$ cat src/design/csr_bank_pkg.sv
// Purpose: constants, field layout and carriers for the host CSR bank
// Assumes: 125 MHz system clock, 16-bit host half-word accesses
// Notes:   byte offsets are host byte addresses; A[1] picks the half
//
// How it works
// - Writing one to the run bit starts the general purpose timer.
// - Run bit zero keeps the timer halted and its count frozen.
// - Run bit falling from one to zero forces preload to all ones.
// - Writable 16-bit preload in low bits, reset all ones, loads counter.
// - Live timer value readable in count register, all ones after reset.
// - Timer raises periodic interrupt requests at preload-defined intervals.
// - Swap value all ones: A[1] set maps to low half.
// - Any other swap value: A[1] set maps to high half.
// - Network data always moves low-order half-word first.
// - 32-bit free-running counter from zero, steps at 25 MHz, wraps.
// - First half-word read captures the whole free-running count.
// - Counter may take up to 160 ns to read cleared.
// - Free-running counter keeps counting in every power state.
// - Dropped frame counter adds one per dropped receive frame.
// - The first half-word read of the dropped frame counter clears it; resets zero.
// - Crossing 7FFFFFFF to 80000000 issues a halfway event.
// - Writing one to busy starts an indirect MAC CSR access.
// - Busy stays set until done; read data valid when busy clears.
// - Direction bit set means read, clear means write.
// - Eight-bit address field selects the targeted MAC CSR.
// - 32-bit data register holds value written or returned.
package csr_bank_pkg;

    // ====================================================================
    // Clocking and tick rates
    localparam int CLOCK_FREQ_KHZ = 125000;
    localparam int TICK_FREQ_KHZ  = 25000;
    localparam int TICK_DIV       = CLOCK_FREQ_KHZ / TICK_FREQ_KHZ;
    localparam logic [2:0] TICK_LAST = 3'(TICK_DIV - 1);
    localparam int CLOCK_PERIOD_NS = 8;
    localparam int TIMER_TICK_NS   = 100000;

    // ====================================================================
    // Register byte offsets
    typedef logic [7:0] addr_t;
    localparam addr_t OFS_TIMER_CFG  = 8'h8C;
    localparam addr_t OFS_TIMER_CNT  = 8'h90;
    localparam addr_t OFS_HALF_ORDER = 8'h98;
    localparam addr_t OFS_TICK_CNT   = 8'h9C;
    localparam addr_t OFS_DROP_TALLY = 8'hA0;
    localparam addr_t OFS_MAC_CMD    = 8'hA4;
    localparam addr_t OFS_MAC_DATA   = 8'hA8;
    localparam int    HALF_ADDR_BIT  = 1;

    // ====================================================================
    // Field positions and reset values
    localparam int TIMER_RUN_BIT = 29;
    localparam int CMD_BUSY_BIT  = 31;
    localparam int CMD_DIR_BIT   = 30;
    localparam logic [15:0] PRELOAD_RESET = 16'hFFFF;
    localparam logic [15:0] COUNT_RESET   = 16'hFFFF;
    localparam logic [15:0] COUNT_ZERO    = 16'h0000;
    localparam logic [31:0] WORD_ZERO     = 32'h0000_0000;
    localparam logic [31:0] SWAP_ON       = 32'hFFFF_FFFF;
    localparam logic [31:0] DROP_HALF_LO  = 32'h7FFF_FFFF;
    localparam logic [31:0] DROP_HALF_HI  = 32'h8000_0000;
    localparam logic [31:0] ONE_WORD      = 32'h0000_0001;

    // ====================================================================
    // States and carriers
    typedef enum logic [1:0] {
        MAC_IDLE = 2'b01,
        MAC_WAIT = 2'b10
    } mac_state_e;

    typedef struct packed {
        logic [7:0]  addr;
        logic        rd;
        logic        wr;
        logic [15:0] wdata;
    } host_req_s;

    typedef struct packed {
        logic        read;
        logic [7:0]  addr;
        logic [31:0] wdata;
    } mac_req_s;

endpackage

$ cat src/design/host_timer_counter_csr_bank.sv
// Purpose: host-visible timer, swap, counters and MAC indirect command
// Assumes: host strobes are one-cycle pulses synchronous to clock
// Notes:   all outputs registered; read data appears one cycle after rd
`timescale 1ns/1ps
module host_timer_counter_csr_bank #(
    parameter int TIMER_TICK_CYCLES =
        csr_bank_pkg::TIMER_TICK_NS / csr_bank_pkg::CLOCK_PERIOD_NS
) (
    input  wire logic                     clock,
    input  wire logic                     sys_rst,
    input  wire csr_bank_pkg::host_req_s  host_req,
    output logic [15:0]                   host_rdata,
    output logic                          host_rvalid,
    input  wire logic                     rx_frame_dropped,
    input  wire logic                     timer_irq_ack,
    output logic                          timer_irq_flag,
    output logic                          drop_halfway_event,
    output csr_bank_pkg::mac_req_s        mac_req,
    output logic                          mac_req_valid,
    input  wire logic                     mac_done,
    input  wire logic [31:0]              mac_rdata,
    input  wire logic                     tx_word_valid,
    input  wire logic [31:0]              tx_word,
    output logic                          tx_word_ready,
    output logic                          tx_half_valid,
    output logic [15:0]                   tx_half,
    input  wire logic                     rx_half_valid,
    input  wire logic [15:0]              rx_half,
    output logic                          rx_word_valid,
    output logic [31:0]                   rx_word
);
    import csr_bank_pkg::*;

    // ====================================================================
    // Helpers
    function automatic logic [31:0] merge_half(input logic [31:0] old,
                                               input logic        hi,
                                               input logic [15:0] data);
        merge_half = hi ? {data, old[15:0]} : {old[31:16], data};
    endfunction

    function automatic logic [15:0] pick_half(input logic [31:0] val,
                                              input logic        hi);
        pick_half = hi ? val[31:16] : val[15:0];
    endfunction

    // ====================================================================
    // Register state
    logic [2:0]  tick_div_q,   tick_div_d;
    logic [31:0] tmr_pre_q,    tmr_pre_d;
    logic        run_q,        run_d;
    logic [15:0] preload_q,    preload_d;
    logic [15:0] count_q,      count_d;
    logic        irq_q,        irq_d;
    logic [31:0] swap_q,       swap_d;
    logic [31:0] fr_q,         fr_d;
    logic [31:0] fr_snap_q,    fr_snap_d;
    logic        fr_pend_q,    fr_pend_d;
    logic [31:0] drop_q,       drop_d;
    logic [31:0] drop_snap_q,  drop_snap_d;
    logic        drop_pend_q,  drop_pend_d;
    logic        half_evt_q,   half_evt_d;
    mac_state_e  mac_state_q,  mac_state_d;
    logic        dir_q,        dir_d;
    logic [7:0]  cmd_addr_q,   cmd_addr_d;
    logic [31:0] mac_data_q,   mac_data_d;
    mac_req_s    mac_req_q,    mac_req_d;
    logic        mac_vld_q,    mac_vld_d;
    logic [15:0] rdata_q,      rdata_d;
    logic        rvalid_q,     rvalid_d;

    logic        hi_sel;
    logic [5:0]  wsel;
    logic        fr_tick;
    logic        tmr_tick;
    logic [31:0] cfg_new;
    logic [31:0] cmd_new;
    logic [31:0] drop_inc;

    // ====================================================================
    // Next-state for all host registers
    always_comb begin
        hi_sel   = host_req.addr[HALF_ADDR_BIT] ^ (swap_q == SWAP_ON);
        wsel     = host_req.addr[7:2];
        fr_tick  = (tick_div_q == TICK_LAST);
        tmr_tick = run_q && (tmr_pre_q == 32'(TIMER_TICK_CYCLES - 1));
        cfg_new  = merge_half({2'b00, run_q, 13'h0000, preload_q},
                              hi_sel, host_req.wdata);
        cmd_new  = merge_half({mac_state_q == MAC_WAIT, dir_q, 22'h000000,
                               cmd_addr_q}, hi_sel, host_req.wdata);
        drop_inc = drop_q + ONE_WORD;

        tick_div_d  = fr_tick ? 3'b000 : tick_div_q + 3'b001;
        tmr_pre_d   = (tmr_tick || !run_q) ? WORD_ZERO : tmr_pre_q + ONE_WORD;
        run_d       = run_q;
        preload_d   = preload_q;
        count_d     = count_q;
        irq_d       = irq_q && !timer_irq_ack;
        swap_d      = swap_q;
        // counts at 25 MHz, never gated by power state
        fr_d        = fr_tick ? fr_q + ONE_WORD : fr_q;
        fr_snap_d   = fr_snap_q;
        fr_pend_d   = fr_pend_q;
        drop_d      = rx_frame_dropped ? drop_inc : drop_q;
        drop_snap_d = drop_snap_q;
        drop_pend_d = drop_pend_q;
        mac_state_d = mac_state_q;
        dir_d       = dir_q;
        cmd_addr_d  = cmd_addr_q;
        mac_data_d  = mac_data_q;
        mac_req_d   = mac_req_q;
        mac_vld_d   = 1'b0;
        rdata_d     = rdata_q;
        rvalid_d    = host_req.rd;

        // decrement per tick, reload and flag on wrap
        if (tmr_tick) begin
            if (count_q == COUNT_ZERO) begin
                count_d = preload_q;
                irq_d   = 1'b1;
            end else begin
                count_d = count_q - 16'h0001;
            end
        end

        // Host writes
        if (host_req.wr) begin
            case (wsel)
                OFS_TIMER_CFG[7:2]: begin
                    run_d     = cfg_new[TIMER_RUN_BIT];
                    preload_d = cfg_new[15:0];
                    if (!run_q && run_d) begin
                        count_d = preload_d;
                    end
                    if (run_q && !run_d) begin
                        preload_d = PRELOAD_RESET;
                    end
                end
                OFS_HALF_ORDER[7:2]: begin
                    swap_d = merge_half(swap_q, hi_sel, host_req.wdata);
                end
                OFS_MAC_CMD[7:2]: begin
                    // Commands during busy are dropped to protect the access
                    if (mac_state_q == MAC_IDLE) begin
                        dir_d      = cmd_new[CMD_DIR_BIT];
                        cmd_addr_d = cmd_new[7:0];
                        if (cmd_new[CMD_BUSY_BIT]) begin
                            mac_state_d = MAC_WAIT;
                            mac_vld_d   = 1'b1;
                            mac_req_d   = '{read:  cmd_new[CMD_DIR_BIT],
                                            addr:  cmd_new[7:0],
                                            wdata: mac_data_q};
                        end
                    end
                end
                OFS_MAC_DATA[7:2]: begin
                    if (mac_state_q == MAC_IDLE) begin
                        mac_data_d = merge_half(mac_data_q, hi_sel,
                                                host_req.wdata);
                    end
                end
                default: begin
                    mac_data_d = mac_data_q;
                end
            endcase
        end

        // busy clears on done, read data captured on the same edge
        case (mac_state_q)
            MAC_WAIT: begin
                if (mac_done) begin
                    mac_state_d = MAC_IDLE;
                    // returned value lands in data register
                    if (dir_q) begin
                        mac_data_d = mac_rdata;
                    end
                end
            end
            default: begin
                mac_state_d = mac_state_d;
            end
        endcase

        // Host reads, unmapped reads return zero
        if (host_req.rd) begin
            case (wsel)
                OFS_TIMER_CFG[7:2]: rdata_d = pick_half(
                    {2'b00, run_q, 13'h0000, preload_q}, hi_sel);
                OFS_TIMER_CNT[7:2]: rdata_d = pick_half(
                    {16'h0000, count_q}, hi_sel);
                OFS_HALF_ORDER[7:2]: rdata_d = pick_half(swap_q, hi_sel);
                OFS_TICK_CNT[7:2]: begin
                    // first read snapshots the whole count
                    if (!fr_pend_q) begin
                        fr_snap_d = fr_q;
                        rdata_d   = pick_half(fr_q, hi_sel);
                        fr_pend_d = 1'b1;
                    end else begin
                        rdata_d   = pick_half(fr_snap_q, hi_sel);
                        fr_pend_d = 1'b0;
                    end
                end
                OFS_DROP_TALLY[7:2]: begin
                    if (!drop_pend_q) begin
                        drop_snap_d = drop_q;
                        rdata_d     = pick_half(drop_q, hi_sel);
                        drop_pend_d = 1'b1;
                        // clear on read, a same-cycle drop survives
                        drop_d      = rx_frame_dropped ? ONE_WORD : WORD_ZERO;
                    end else begin
                        rdata_d     = pick_half(drop_snap_q, hi_sel);
                        drop_pend_d = 1'b0;
                    end
                end
                OFS_MAC_CMD[7:2]: rdata_d = pick_half(
                    {mac_state_q == MAC_WAIT, dir_q, 22'h000000, cmd_addr_q},
                    hi_sel);
                OFS_MAC_DATA[7:2]: rdata_d = pick_half(mac_data_q, hi_sel);
                default: rdata_d = COUNT_ZERO;
            endcase
        end

        half_evt_d = (drop_q == DROP_HALF_LO) && (drop_d == DROP_HALF_HI);
    end

    // async reset clears the count at once, well inside 160 ns
    always_ff @(posedge clock or posedge sys_rst) begin
        if (sys_rst) begin
            tick_div_q  <= 3'b000;
            tmr_pre_q   <= WORD_ZERO;
            run_q       <= 1'b0;
            preload_q   <= PRELOAD_RESET;
            count_q     <= COUNT_RESET;
            irq_q       <= 1'b0;
            swap_q      <= WORD_ZERO;
            fr_q        <= WORD_ZERO;
            fr_snap_q   <= WORD_ZERO;
            fr_pend_q   <= 1'b0;
            drop_q      <= WORD_ZERO;
            drop_snap_q <= WORD_ZERO;
            drop_pend_q <= 1'b0;
            half_evt_q  <= 1'b0;
            mac_state_q <= MAC_IDLE;
            dir_q       <= 1'b0;
            cmd_addr_q  <= 8'h00;
            mac_data_q  <= WORD_ZERO;
            mac_req_q   <= '0;
            mac_vld_q   <= 1'b0;
            rdata_q     <= COUNT_ZERO;
            rvalid_q    <= 1'b0;
        end else begin
            tick_div_q  <= tick_div_d;
            tmr_pre_q   <= tmr_pre_d;
            run_q       <= run_d;
            preload_q   <= preload_d;
            count_q     <= count_d;
            irq_q       <= irq_d;
            swap_q      <= swap_d;
            fr_q        <= fr_d;
            fr_snap_q   <= fr_snap_d;
            fr_pend_q   <= fr_pend_d;
            drop_q      <= drop_d;
            drop_snap_q <= drop_snap_d;
            drop_pend_q <= drop_pend_d;
            half_evt_q  <= half_evt_d;
            mac_state_q <= mac_state_d;
            dir_q       <= dir_d;
            cmd_addr_q  <= cmd_addr_d;
            mac_data_q  <= mac_data_d;
            mac_req_q   <= mac_req_d;
            mac_vld_q   <= mac_vld_d;
            rdata_q     <= rdata_d;
            rvalid_q    <= rvalid_d;
        end
    end

    // ====================================================================
    // Network half-word ordering
    logic [31:0] tx_buf_q,  tx_buf_d;
    logic        tx_full_q, tx_full_d;
    logic        tx_hi_q,   tx_hi_d;
    logic        txv_q,     txv_d;
    logic [15:0] txh_q,     txh_d;
    logic        txr_q,     txr_d;
    logic        rx_have_q, rx_have_d;
    logic [15:0] rx_low_q,  rx_low_d;
    logic        rxv_q,     rxv_d;
    logic [31:0] rxw_q,     rxw_d;

    // low half first both ways; swap never touches this path
    always_comb begin
        tx_buf_d  = tx_buf_q;
        tx_full_d = tx_full_q;
        tx_hi_d   = tx_hi_q;
        txv_d     = 1'b0;
        txh_d     = txh_q;
        rx_have_d = rx_have_q;
        rx_low_d  = rx_low_q;
        rxv_d     = 1'b0;
        rxw_d     = rxw_q;
        if (tx_full_q) begin
            txv_d     = 1'b1;
            txh_d     = tx_hi_q ? tx_buf_q[31:16] : tx_buf_q[15:0];
            tx_hi_d   = !tx_hi_q;
            tx_full_d = !tx_hi_q;
        end else if (tx_word_valid && txr_q) begin
            tx_buf_d  = tx_word;
            tx_full_d = 1'b1;
        end
        txr_d = !tx_full_d;
        if (rx_half_valid) begin
            if (!rx_have_q) begin
                rx_low_d  = rx_half;
                rx_have_d = 1'b1;
            end else begin
                rxw_d     = {rx_half, rx_low_q};
                rxv_d     = 1'b1;
                rx_have_d = 1'b0;
            end
        end
    end

    // Data path registers
    always_ff @(posedge clock or posedge sys_rst) begin
        if (sys_rst) begin
            tx_buf_q  <= WORD_ZERO;
            tx_full_q <= 1'b0;
            tx_hi_q   <= 1'b0;
            txv_q     <= 1'b0;
            txh_q     <= COUNT_ZERO;
            txr_q     <= 1'b1;
            rx_have_q <= 1'b0;
            rx_low_q  <= COUNT_ZERO;
            rxv_q     <= 1'b0;
            rxw_q     <= WORD_ZERO;
        end else begin
            tx_buf_q  <= tx_buf_d;
            tx_full_q <= tx_full_d;
            tx_hi_q   <= tx_hi_d;
            txv_q     <= txv_d;
            txh_q     <= txh_d;
            txr_q     <= txr_d;
            rx_have_q <= rx_have_d;
            rx_low_q  <= rx_low_d;
            rxv_q     <= rxv_d;
            rxw_q     <= rxw_d;
        end
    end

    // Outputs straight from flip-flops
    assign host_rdata         = rdata_q;
    assign host_rvalid        = rvalid_q;
    assign timer_irq_flag     = irq_q;
    assign drop_halfway_event = half_evt_q;
    assign mac_req            = mac_req_q;
    assign mac_req_valid      = mac_vld_q;
    assign tx_word_ready      = txr_q;
    assign tx_half_valid      = txv_q;
    assign tx_half            = txh_q;
    assign rx_word_valid      = rxv_q;
    assign rx_word            = rxw_q;

endmodule

$ cat config.mk
export PLATFORM = sky130hd
export DESIGN_NAME = host_timer_counter_csr_bank
export DESIGN_NICKNAME = d
export VERILOG_FILES = /design/src/design/csr_bank_pkg.sv /design/src/design/host_timer_counter_csr_bank.sv
export SDC_FILE = /design/constraint.sdc
export NUM_CORES = 1
export LEC_CHECK = 0
export BUFFER_PORTS_ARGS = -buffer_cell sky130_fd_sc_hd__buf_2
export CORE_MARGIN = 2
export CORE_UTILIZATION = 40
export CTS_BUF_LIST = sky130_fd_sc_hd__clkbuf_8
export DETAILED_ROUTE_END_ITERATION = 6
export GPL_ROUTABILITY_DRIVEN = 0
export PLACE_DENSITY = 0.6
export SLEW_MARGIN = 15
export SYNTH_ARGS = -nofsm -noshare
export SYNTH_HDL_FRONTEND = slang
export SYNTH_SLANG_ARGS = --single-unit
$ cat constraint.sdc
create_clock -name clock -period 20.3 [get_ports clock]
set_input_delay 3.045 -clock clock [delete_from_list [all_inputs] [get_ports clock]]
set_output_delay 3.045 -clock clock [all_outputs]
set_load 0.005 [all_outputs]
==> results.yml <==
run_status:
  outcome: "complete, but fails checks"
  violations: "design-rule violations"
power_and_ir_drop:
  p_switching_uw: 628
  combPwrFrac: 0.154
  p_seq_frac: 0.482
  vdd_ir_drop_max_uv: 86.2
  power.share.clock: 0.364
  swShare: 0.275
  leakagePower_uw: 0.0111
  p_int_uw: 1660
  p_per_area_mw_per_mm2: 97.4
route:
  routed_wl_um: 56100
  viasPerCell: 5.47
  drt_iter0_markers: 1274
  num_vias: 15000
  antenna_left: 0
  drt_pre_antenna_iters: 7
  wl_per_cell_um: 20.4
  drc: 8
layout:
  fin_area_mm2: 0.0235
  drive_gt1_frac: 0.307
  syn2layout_area_growth_pct: 16.5
  nets: 2139
grt:
  grt_usage: 0.214
  grt_pass1_wl_um: 87800
  gr-total-overflow: 0
  antenna_found_initial: 2
  grt_pass1_vias: 15000
  grt_max_degree: 176
synth:
  ys_async_sr_fraction: 1.00
  yosys.area_share.simple: 0.134
  synth.distinct_cells: 71
  synth_common_cells: "dfrtp_1, mux2_2, nand2_1"
  netlist.area_leader.share: 0.499
  syn_area_per_cell_um2: 11.2
  synth_area_leader_cell: "dfrtp_1"
  synth_compound_area_frac: 0.0936
  synth_area_leaders: "dfrtp_1, mux2_2, dfstp_2, nand2_1, mux2i_1"
  synth_top_family_by_area: "multiplexers"
  synthXorXnorAreaFrac: 0.0382
  synthCells: 1792
  synth-main-ff-cell: "dfrtp_1"
  synthAdderAreaFrac: 0.00435
  synth_nets: 1912
  post-synth-top-count-cell: "dfrtp_1"
  synth-seq-cells: 436
  synthMuxAreaShare: 0.159
  synth_seq_area_share: 0.544
  synth-edff-count: 0
  synth_area_mm2: 0.0201
  yosys_warnings: 0
floorplan:
  dieArea_mm2: 0.0522
  die_x_um: 228
  rows: 82
  core_mm2: 0.0500
  die_y_um: 228
  ioPinCount: 225
  start_util: 0.403
clock_tree:
  cts_hold_buf: 0
  cts_tree: "built"
  cts-resized-gates: 0
  cts_buffers: 79
  clk_latency_ps: 640
  cts_sinks: 436
  htree_num_levels: 3
  clock-root-buffer: "clkbuf_8"
  cts_setup_buffers: 0
  clk_pin_slew_ps: 60
  clock_path_buffers: 3
timing:
  rsz0062_at_grt: "no"
  period_share: 0.283
  finalSetupTns_ps: 0
  fin_hold_ws_ps: 466
  fin_crit_ps: 5740
  slew_violations: 0
  tightest_slew_ps: 1140
  fmax_mhz: 174
  max_slew_margin: 0.238
  finalWorstSetupSlack_ps: 14560
  setup_violations: 0
  hold_viol_final: 0
  skew_ps: 27.5
placement:
  io_buffers: 223
  dpl_cell_area_mm2: 0.0219
  dp_hpwl_um: 38600
  place_ws_ps: 14040
setup_path:
  endpoint_kind: "register"
  startpoint_type: "input port"
  required_ps: 20860
  r2r_slack_ps: 16620
  worstPathArrival_ps: 6300
  cp_max_fo: 13
  critPathKind: "in -> reg"
worst_hold_path:
  hold_path_class: "reg -> reg"
job:
  maxCapViolCount: 0
cells in the final DEF (no fill, tap or decap), drive strengths merged, types with 4 or more instances in the layout:
cell	n
dfrtp	402
or2	6
clkinv	7
xor2	43
o31ai	4
mux2	220
a221oi	21
buf	248
nand4	37
a211oi	5
a22o	11
or3	14
nor2	157
a22oi	26
o22ai	7
and2	8
o22a	15
xnor2	44
dfstp	34
nand3	74
ha	7
nand2	189
a41o	4
nor4	18
o21ai	46
mux2i	70
o221ai	6
and4	7
a31oi	11
inv	50
nor2b	7
a21oi	79
nor3	13
and3	18
a222oi	18
clkbuf	100
nand2b	9
o2bb2ai	6
cell families after synthesis:
| kind of cell | count (synthesis) |
|---|---|
| AOI/OAI and AO/OA | 276 |
| xor gates and xnor gates | 87 |
| adders and majority gates | 7 |
| buffers and inverters | 126 |
| DFF | 436 |
| muxes | 290 |
| and+or+nand+nor | 570 |
stage by stage:
stage	total power, uW	utilization	cells
6_report	2290	0.470	2748
5_1_grt	2410	0.470	2748
4_1_cts	2320	0.470	2747
3_5_place_dp	1470	0.438	2610
3_3_place_gp	1450	0.438	2610
2_1_floorplan	1330	-	1792
power groups by stage:
stage | clock network [uW] | logic, uW | registers, uW
global route | 895 | 391 | 1120
floorplan | 0 | 244 | 1080
finish | 833 | 351 | 1100
global placement | 0 | 347 | 1110
detailed placement | 0 | 358 | 1110
CTS | 858 | 358 | 1100
state kept, by name (all words and copies together), names as in the netlist, 32 cells and up:
name and flops:
swap_q 32, tmr_pre_q 32, drop_snap_q 32, fr_snap_q 32
rx_word 32, mac_req 41, fr_q 32, tx_buf_q 32
drop_q 32, mac_data_q 32
final timing paths:
path	start	end	depth (start not counted)
max	host_req[20]	count_q[11]	7
min	tick_div_q[0]	tick_div_q[0]	1
max reg2reg	swap_q[11]	mac_data_q[23]	8
min reg2reg	tick_div_q[0]	tick_div_q[0]	1
max in group asynchronous	sys_rst	mac_req[31]	4
min in group asynchronous	sys_rst	rx_word[12]	2
cell type report:
type                    count  area, um^2
diodes                      1        2.50
well taps                 672         841
repair buffers            248        1320
inverters                  24        97.6
clock inverters            37         214
flip-flops and latches    436       11000
clock buffers             100        1380
fillers                  4665       26500
multi-input cells        1230        8670
layer usage:
metal | vias up | wire [um] | track usage
met4 | 2 | 1770 | 0.0778
met3 | 99 | 4160 | 0.0489
met5 | - | 7 | 0
met1 | 7498 | 24000 | 0.288
met2 | 532 | 26100 | 0.340
li1 | 6889 | - | -
worst max-delay path, stage by stage:
cell and delay, ps:
buf_2 160, nor2b_1 580, and2_0 760, nand2_1 420, nor2_1 740, nand3_1 340, a31oi_1 240
(Power assumes the default switching activity.)
